`src/dsc_pkg.sv`:
```
// constants for the delta-sigma conversion control block
package dsc_pkg;

	// ****************************************
	// bus and field widths
	// ****************************************
	localparam int ADDR_W = 5;
	localparam int DATA_W = 32;
	localparam int CNT_W  = 21;
	localparam int SUM_W  = 23;
	localparam int CHAN_W = 3;

	// ****************************************
	// register offsets
	// ****************************************
	localparam logic [ADDR_W-1:0] OFF_CTRL     = 5'h00;
	localparam logic [ADDR_W-1:0] OFF_STATUS   = 5'h04;
	localparam logic [ADDR_W-1:0] OFF_RESULT   = 5'h08;
	localparam logic [ADDR_W-1:0] OFF_IRQ_STAT = 5'h0C;
	localparam logic [ADDR_W-1:0] OFF_IRQ_CLR  = 5'h10;
	localparam logic [ADDR_W-1:0] OFF_IRQ_EN   = 5'h14;

	// ****************************************
	// control and status fields
	// ****************************************
	localparam int CTRL_START = 0;
	localparam int CTRL_STOP  = 1;
	localparam int CTRL_MODE  = 2;
	localparam int CTRL_RES   = 4;
	localparam int CTRL_CHAN  = 6;
	localparam int STAT_EOC   = 0;
	localparam int STAT_BUSY  = 1;
	localparam int STAT_NSAMP = 2;
	localparam int STAT_HOLD  = 5;
	localparam int IRQ_N      = 2;
	localparam int IRQ_DONE   = 0;
	localparam int IRQ_OVR    = 1;

	// ****************************************
	// modes and resolutions
	// ****************************************
	localparam logic [1:0] MODE_SINGLE = 2'h0;
	localparam logic [1:0] MODE_MULTI  = 2'h1;
	localparam logic [1:0] MODE_CONT   = 2'h2;
	localparam logic [1:0] MODE_TURBO  = 2'h3;
	localparam logic [1:0] RES_8       = 2'h0;
	localparam logic [1:0] RES_12      = 2'h1;
	localparam logic [1:0] RES_16      = 2'h2;
	localparam logic [1:0] RES_20      = 2'h3;

	// ****************************************
	// timing
	// ****************************************
	localparam int unsigned CLK_HZ  = 250_000_000;
	localparam int unsigned RATE_8  = 384_000;
	localparam int unsigned RATE_12 = 192_000;
	localparam int unsigned RATE_16 = 48_000;
	localparam int unsigned RATE_20 = 187;
	localparam int unsigned CYC_8   = CLK_HZ / RATE_8;
	localparam int unsigned CYC_12  = CLK_HZ / RATE_12;
	localparam int unsigned CYC_16_DEF = CLK_HZ / RATE_16;
	localparam int unsigned CYC_20_DEF = CLK_HZ / RATE_20;
	localparam logic [2:0] PRIME_LAST = 3'h3;

endpackage : dsc_pkg

```
`src/dsc_conv_ctrl.sv`:
```
// conversion sequencer for the delta-sigma converter
// What this block does
// - results are 16 bits at 48 ksps nominally, 20 bits at up to 187 sps.
// - lower resolutions run faster, 192 ksps at 12 bits, 384 ksps at 8.
// - a result sums the last four samples, so after an input change four samples are needed.
// - every mode starts from the start bit or the external trigger input.
// - on completion a status bit and the done output rise and hold until the result is read.
// - single mode waits idle, then runs four conversions, three priming, result after the fourth.
// - in single mode, once the result is read, the block returns to idle until the next trigger.
// - continuous mode gives its first result after priming, then one per conversion time.
// - multi mode re-primes the decimator between results and restarts on its own.
// - turbo acts as multi up to 16 bits, and at 20 bits never re-primes, running as continuous mode does.
// - the done output rises at the end of every conversion result, or stays high if the previous result is still unread.
`timescale 1ns/1ps

module dsc_conv_ctrl #(
	parameter int unsigned CYC_16 = dsc_pkg::CYC_16_DEF,
	parameter int unsigned CYC_20 = dsc_pkg::CYC_20_DEF
) (
	// clock and reset
	input  wire logic                       clk,
	input  wire logic                       rst_n,
	// register port
	input  wire logic [dsc_pkg::ADDR_W-1:0] addr,
	input  wire logic [dsc_pkg::DATA_W-1:0] wr_data,
	input  wire logic                       wr_en,
	input  wire logic                       rd_en,
	output logic      [dsc_pkg::DATA_W-1:0] rd_data,
	// converter pins
	input  wire logic                       soc_pin,
	input  wire logic                       mod_bit,
	input  wire logic                       dma_ack,
	output logic                            eoc,
	output logic                            irq,
	output logic      [dsc_pkg::CHAN_W-1:0] mux_sel
);
	import dsc_pkg::*;

	typedef enum logic [1:0] {ST_IDLE, ST_CONV, ST_HOLD} dsc_state_t;

	// ****************************************
	// state
	// ****************************************
	dsc_state_t               st_r;
	dsc_state_t               st_nxt;
	logic        [1:0]        mode_r;
	logic        [1:0]        res_r;
	logic        [CHAN_W-1:0] chan_r;
	logic        [CNT_W-1:0]  cnt_r;
	logic        [CNT_W-1:0]  acc_r;
	logic        [CNT_W-1:0]  samp_r [0:PRIME_LAST-1];
	logic        [2:0]        nsamp_r;
	logic        [2:0]        nsamp_nxt;
	logic        [SUM_W-1:0]  result_r;
	logic                     eoc_r;
	logic        [IRQ_N-1:0]  irq_stat_r;
	logic        [IRQ_N-1:0]  irq_en_r;
	logic        [IRQ_N-1:0]  irq_stat_nxt;
	logic                     irq_r;
	logic        [DATA_W-1:0] rd_data_r;
	logic                     soc_sync;
	logic                     soc_prev_r;
	logic                     mod_sync;

	// ****************************************
	// decode
	// ****************************************
	wire logic wr_ctrl   = wr_en && (addr == OFF_CTRL);
	wire logic wr_irqclr = wr_en && (addr == OFF_IRQ_CLR);
	wire logic wr_irqen  = wr_en && (addr == OFF_IRQ_EN);
	wire logic rd_result = rd_en && (addr == OFF_RESULT);
	wire logic soc_edge  = soc_sync && !soc_prev_r;
	wire logic start_req = (wr_ctrl && wr_data[CTRL_START]) || soc_edge;
	wire logic stop_req  = wr_ctrl && wr_data[CTRL_STOP];
	wire logic res_read  = rd_result || dma_ack;
	wire logic busy      = (st_r == ST_CONV);
	wire logic [CHAN_W-1:0] chan_wr = wr_data[CTRL_CHAN +: CHAN_W];
	wire logic chan_chg  = wr_ctrl && (chan_wr != chan_r);

	// conversion length per resolution
	wire logic [CNT_W-1:0] conv_len =
		(res_r == RES_8)  ? CNT_W'(CYC_8)  :
		(res_r == RES_12) ? CNT_W'(CYC_12) :
		(res_r == RES_16) ? CNT_W'(CYC_16) :
		CNT_W'(CYC_20);
	wire logic conv_end = busy && (cnt_r == conv_len - CNT_W'(1));

	// ****************************************
	// decimator
	// ****************************************
	wire logic [CNT_W-1:0] raw_new = acc_r + CNT_W'(mod_sync);
	wire logic [SUM_W-1:0] sum_new = SUM_W'(raw_new) + SUM_W'(samp_r[0])
		+ SUM_W'(samp_r[1]) + SUM_W'(samp_r[2]);
	// result valid only once three priming samples are held
	wire logic res_valid = conv_end && (nsamp_r == PRIME_LAST);
	// multi re-primes; turbo too, except at 20 bits
	wire logic flush_after = (mode_r == MODE_MULTI) ||
		((mode_r == MODE_TURBO) && (res_r != RES_20));

	// ****************************************
	// sequencer
	// ****************************************
	always_comb begin
		st_nxt = st_r;
		unique case (st_r)
			ST_IDLE: begin
				if (start_req) begin
					st_nxt = ST_CONV;
				end
			end
			ST_CONV: begin
				// further starts ignored here
				if (res_valid && (mode_r == MODE_SINGLE)) begin
					st_nxt = ST_HOLD;
				end
			end
			ST_HOLD: begin
				if (res_read) begin
					st_nxt = ST_IDLE;
				end
			end
		endcase
		if (stop_req) begin
			st_nxt = ST_IDLE;
		end
	end

	always_comb begin
		nsamp_nxt = nsamp_r;
		if (conv_end) begin
			if (res_valid && flush_after) begin
				nsamp_nxt = '0;
			end else if (nsamp_r != PRIME_LAST) begin
				nsamp_nxt = nsamp_r + 3'h1;
			end
		end
		if (chan_chg || stop_req || (st_r == ST_IDLE)) begin
			nsamp_nxt = '0;
		end
	end

	// ****************************************
	// interrupt status
	// ****************************************
	wire logic overrun = res_valid && eoc_r && !res_read;
	wire logic [IRQ_N-1:0] irq_ev =
		(IRQ_N'(res_valid) << IRQ_DONE) |
		(IRQ_N'(overrun)   << IRQ_OVR);
	wire logic [IRQ_N-1:0] irq_clr =
		wr_irqclr ? wr_data[IRQ_N-1:0] : '0;
	assign irq_stat_nxt = (irq_stat_r & ~irq_clr) | irq_ev;

	// ****************************************
	// read mux
	// ****************************************
	wire logic [DATA_W-1:0] ctrl_rd =
		(DATA_W'(mode_r) << CTRL_MODE) |
		(DATA_W'(res_r)  << CTRL_RES)  |
		(DATA_W'(chan_r) << CTRL_CHAN);
	wire logic [DATA_W-1:0] stat_rd =
		(DATA_W'(eoc_r)           << STAT_EOC)   |
		(DATA_W'(busy)            << STAT_BUSY)  |
		(DATA_W'(nsamp_r)         << STAT_NSAMP) |
		(DATA_W'(st_r == ST_HOLD) << STAT_HOLD);
	wire logic [DATA_W-1:0] rd_mux =
		(addr == OFF_CTRL)     ? ctrl_rd :
		(addr == OFF_STATUS)   ? stat_rd :
		(addr == OFF_RESULT)   ? DATA_W'(result_r) :
		(addr == OFF_IRQ_STAT) ? DATA_W'(irq_stat_r) :
		(addr == OFF_IRQ_EN)   ? DATA_W'(irq_en_r) :
		'0;

	// ****************************************
	// pin synchronisers
	// ****************************************
	dsc_sync2 u_soc_sync (
		.clk   (clk),
		.rst_n (rst_n),
		.pin   (soc_pin),
		.sync  (soc_sync)
	);

	dsc_sync2 u_mod_sync (
		.clk   (clk),
		.rst_n (rst_n),
		.pin   (mod_bit),
		.sync  (mod_sync)
	);

	// ****************************************
	// registers
	// ****************************************
	// previous trigger level for the edge detector
	always_ff @(posedge clk) begin
		if (!rst_n) begin
			soc_prev_r <= 1'b0;
		end else begin
			soc_prev_r <= soc_sync;
		end
	end

	always_ff @(posedge clk) begin
		if (!rst_n) begin
			mode_r <= MODE_SINGLE;
			res_r  <= RES_16;
			chan_r <= '0;
		end else if (wr_ctrl) begin
			mode_r <= wr_data[CTRL_MODE +: 2];
			res_r  <= wr_data[CTRL_RES +: 2];
			chan_r <= chan_wr;
		end
	end

	always_ff @(posedge clk) begin
		if (!rst_n) begin
			st_r    <= ST_IDLE;
			nsamp_r <= '0;
			cnt_r   <= '0;
			acc_r   <= '0;
		end else begin
			st_r    <= st_nxt;
			nsamp_r <= nsamp_nxt;
			cnt_r   <= (!busy || conv_end) ? '0 : cnt_r + CNT_W'(1);
			acc_r   <= (!busy || conv_end) ? '0 : raw_new;
		end
	end

	always_ff @(posedge clk) begin
		if (!rst_n) begin
			for (int i = 0; i < int'(PRIME_LAST); i++) begin
				samp_r[i] <= '0;
			end
		end else if (conv_end) begin
			samp_r[0] <= raw_new;
			for (int i = 1; i < int'(PRIME_LAST); i++) begin
				samp_r[i] <= samp_r[i-1];
			end
		end
	end

	always_ff @(posedge clk) begin
		if (!rst_n) begin
			result_r <= '0;
			eoc_r    <= 1'b0;
		end else begin
			if (res_valid) begin
				result_r <= sum_new;
			end
			// a new result wins over a read in the same cycle
			eoc_r <= res_valid || (eoc_r && !res_read);
		end
	end

	always_ff @(posedge clk) begin
		if (!rst_n) begin
			irq_stat_r <= '0;
			irq_en_r   <= '0;
			irq_r      <= 1'b0;
			rd_data_r  <= '0;
		end else begin
			irq_stat_r <= irq_stat_nxt;
			irq_en_r   <= wr_irqen ? wr_data[IRQ_N-1:0] : irq_en_r;
			irq_r      <= |(irq_stat_r & irq_en_r);
			rd_data_r  <= rd_en ? rd_mux : '0;
		end
	end

	assign rd_data = rd_data_r;
	assign eoc     = eoc_r;
	assign irq     = irq_r;
	assign mux_sel = chan_r;

endmodule : dsc_conv_ctrl

// ****************************************
// two-flop synchroniser for an asynchronous pin
// ****************************************
module dsc_sync2 #(
	parameter int W = 1
) (
	// clock and reset
	input  wire logic         clk,
	input  wire logic         rst_n,
	// pin in, synchronised level out
	input  wire logic [W-1:0] pin,
	output logic      [W-1:0] sync
);
	logic [W-1:0] meta_r;
	logic [W-1:0] sync_r;

	// only the second stage is read outside
	always_ff @(posedge clk) begin
		if (!rst_n) begin
			meta_r <= '0;
			sync_r <= '0;
		end else begin
			meta_r <= pin;
			sync_r <= meta_r;
		end
	end

	assign sync = sync_r;

endmodule : dsc_sync2

```
`config.mk`:
```
export PLATFORM = sky130hd
export DESIGN_NAME = dsc_conv_ctrl
export DESIGN_NICKNAME = d
export VERILOG_FILES = /design/src/dsc_pkg.sv /design/src/dsc_conv_ctrl.sv
export SDC_FILE = /design/constraint.sdc
export NUM_CORES = 1
export LEC_CHECK = 0
export ABC_CLOCK_PERIOD_IN_PS = 4600
export BUFFER_PORTS_ARGS = -buffer_cell sky130_fd_sc_hd__buf_4
export CAP_MARGIN = 20
export CELL_PAD_IN_SITES_DETAIL_PLACEMENT = 1
export CELL_PAD_IN_SITES_GLOBAL_PLACEMENT = 2
export CORE_ASPECT_RATIO = 1.75
export CORE_UTILIZATION = 38
export DETAILED_ROUTE_END_ITERATION = 6
export GPL_ROUTABILITY_DRIVEN = 0
export GPL_TIMING_DRIVEN = 0
export PLACE_DENSITY_LB_ADDON = 0.1
export SYNTH_ARGS = -nofsm -noshare
export SYNTH_HDL_FRONTEND = slang
export SYNTH_SLANG_ARGS = --single-unit
```
`constraint.sdc`:
```
create_clock -name clk -period 4.6 [get_ports clk]
set_input_delay 0.69 -clock clk [delete_from_list [all_inputs] [get_ports clk]]
set_output_delay 0.69 -clock clk [all_outputs]
set_load 0.05 [all_outputs]
```
==> results.yml <==
status:
  status: "finished clean"
timing:
  period_share_pct: 93.8
  finalMaxSlewViolations: 0
  worstMarginPinSlew_ps: 983
  finalSetupViolations: 0
  hold_viol_final: 0
  rsz0062_at_grt: "yes"
  fmax_mhz: 232
  whs_ps: 446
  maxSlewHeadroom_pct: 34.3
  clock_skew_ps: 10.2
  fin_crit_ps: 4320
clock_tree:
  cts_tree: "done"
  cts-hold-fix-buffers: 0
  clock-sinks: 174
  htree_levels: 4
  cts_made_buffers: 17
  clkTransAtPathRegs_ps: 70
  cts.path.max_buffers: 2
  clk_latency_ps: 450
  root_buffer: "clkbuf_16"
min_path:
  hold_path_class: "register to register"
synthesis:
  synth.area.top_cells: "dfxtp_1, edfxtp_1, fa_1"
  yosysMostFrequentCell: "inv_1"
  synth_area_leader_cell: "dfxtp_1"
  ys.warnings.count: 0
  post_synth_instance_area_sq_mm: 0.00923
  syn_avg_cell_area_sq_um: 9.55
  yosysSeqAreaShare_pct: 44.6
  ys_ff_latch: 174
  async_reset_ff_share_pct: 0
  ys.flop_type: "dfxtp_1"
  ys_types: 60
  synth_edf_count: 63
  synth_top_area_share_pct: 24.1
  synth_common_cells: "inv_1, nor2_1, dfxtp_1"
  syn_inst: 966
global_routing:
  grt_usage_pct: 19.8
  grt_pass1_vias: 7177
  grt_pass1_wl_microns: 37100
  grt_max_degree: 64
  gr-total-overflow: 0
  antenna_found_initial: 0
routing:
  wl_per_cell_microns: 16.9
  vias: 6702
  drt-total-wl_microns: 23000
  drt_pass1_iterations: 6
  ant_nets: 0
  dr.first_iter.drc_count: 224
  drc: 0
  drt-vias-per-instance: 4.92
floorplan:
  pin_count: 81
  fp.dieW_microns: 120
  dieArea_sq_mm: 0.0249
  dieHeight_microns: 208
  core_sq_mm: 0.0239
  rows: 75
  start_util_pct: 38.6
finish:
  area_growth_pct: 17.4
  layout-drive-gt1-share_pct: 13.3
  fin_cells: 1363
  n_antenna_cell: 0
  postLayoutCoreUtil_pct: 45.3
  num-nets-final: 1163
setup_path:
  path_class: "register to register"
  crit_path_end_kind: "register"
  worst_ep_required_time_ps: 4990
  arrival_ps: 4710
  start_kind: "register"
  cp_max_fo: 7
power_and_ir_drop:
  p_total_mw: 3.96
  vdd_drop_max_uv: 296
  power.leakage_nw: 4.62
  powerDensity_mw_per_mm2: 366
flow_run:
  drv_cap: 0
placement:
  dp_cells: 1329
  io_buffers: 47
  detailed_place_hpwl_microns: 18300
-- flip-flops by register name, indices dropped and copies added (netlist names) --
register,flops
samp_r,63
rd_data,23
result_r,23
acc_r,21
cnt_r,21
mux_sel,3
nsamp_r,3
irq_en_r,2
irq_stat_r,2
mode_r,2
res_r,2
st_r,2
eoc,1
irq,1
soc_prev_r,1
u_mod_sync.meta_r,1
u_mod_sync.sync,1
u_soc_sync.meta_r,1
u_soc_sync.sync,1
-- through the flow --
stage	cell area (sq um)	TNS, ps	setup WS (ps)
2_1_floorplan	9260	0	484
5_1_grt	10800	0	15.4
3_5_place_dp	10000	-1050	-227
6_report	10800	0	283
4_1_cts	10700	0	20.9
3_3_place_gp	10000	-11400	-203
-- layout make-up --
class                   instances  area [sq um]
plain buffers                  41           216
repair buffers                 52           390
multi-input cells             622          4560
fillers                      2754         13100
inverters                     134           503
well taps                     308           385
flip-flops and latches        174          4120
clock buffers                  24           536
clock inverters                 8           120
-- cell families after synthesis --
kind of cell / Yosys count / share of synthesized area (%)
muxes: 7 / 0.759
buffers and inverters: 178 / 7.92
adders and majority gates: 77 / 13.9
DFF: 174 / 44.6
and+or+nand+nor: 358 / 19.3
xor gates and xnor gates: 56 / 5.32
other: 1 / 0.0406
AOI/OAI and AO/OA: 115 / 8.19
-- where the power goes --
group	switching [mW]	leakage, nW	internal [mW]
clock network	0.619	0.326	0.979
logic	0.444	2.80	0.271
registers	0.0228	1.49	1.63
-- per-layer routing --
metal  share of wire (%)  global-route usage, %  routed length (microns)  vias up
met5                   0                      0                        0        -
met2                  58                   38.4                    13300       79
li1                    -                      -                        -     3338
met4                 3.1                   9.31                      714        0
met3                 2.3                   4.03                      532       33
met1                  37                   19.4                     8410     3252
-- critical path, stage by stage (launching register included) --
cell and delay [ps]:
dfxtp_1 360, ha_4 200, ha_4 170, and3_4 210
nand2b_1 130, nor2_2 150, nand3_1 150, xor2_2 210
inv_1 80, fa_1 480, inv_1 50, fa_1 490
inv_1 40, ha_1 390, a21o_1 200, a21oi_1 190
o21ai_0 110, a21o_1 190, or3_1 370, nand3_1 80
-- final timing paths --
kind                                              startpoint                    endpoint  slack [ps]  depth (start not counted)
worst max-delay path                     acc_r[0]$_SDFF_PP0_   result_r[21]$_SDFFE_PN0P_         280                         19
worst min register to register  u_soc_sync.meta_r$_SDFF_PN0_  u_soc_sync.sync$_SDFF_PN0_         450                          1
worst max register to register           acc_r[0]$_SDFF_PP0_   result_r[21]$_SDFFE_PN0P_         280                         19
worst min-delay path            u_soc_sync.meta_r$_SDFF_PN0_  u_soc_sync.sync$_SDFF_PN0_         450                          1
-- cells in the final DEF, fill, tap and decap left out, drive strengths merged, types with 15 or more instances in the layout --
master / count
inv: 135
nor2: 116
dfxtp: 111
buf: 75
nand2: 64
edfxtp: 63
and3: 46
fa: 42
a21oi: 42
clkbuf: 42
ha: 35
nand3: 33
xor2: 30
xnor2: 26
and2: 23
o21ai: 16
nor3: 15
-- repair_timing --
item | in CTS | in global routing
buffers inserted | 3 | 1
endpoints found under the setup margin | 8 | 7
pin swaps | 3 | 2
resized for setup | 16 | 18
endpoints found under the hold margin | 0 | 0
No activity file was read; power rests on OpenSTA's default activity.
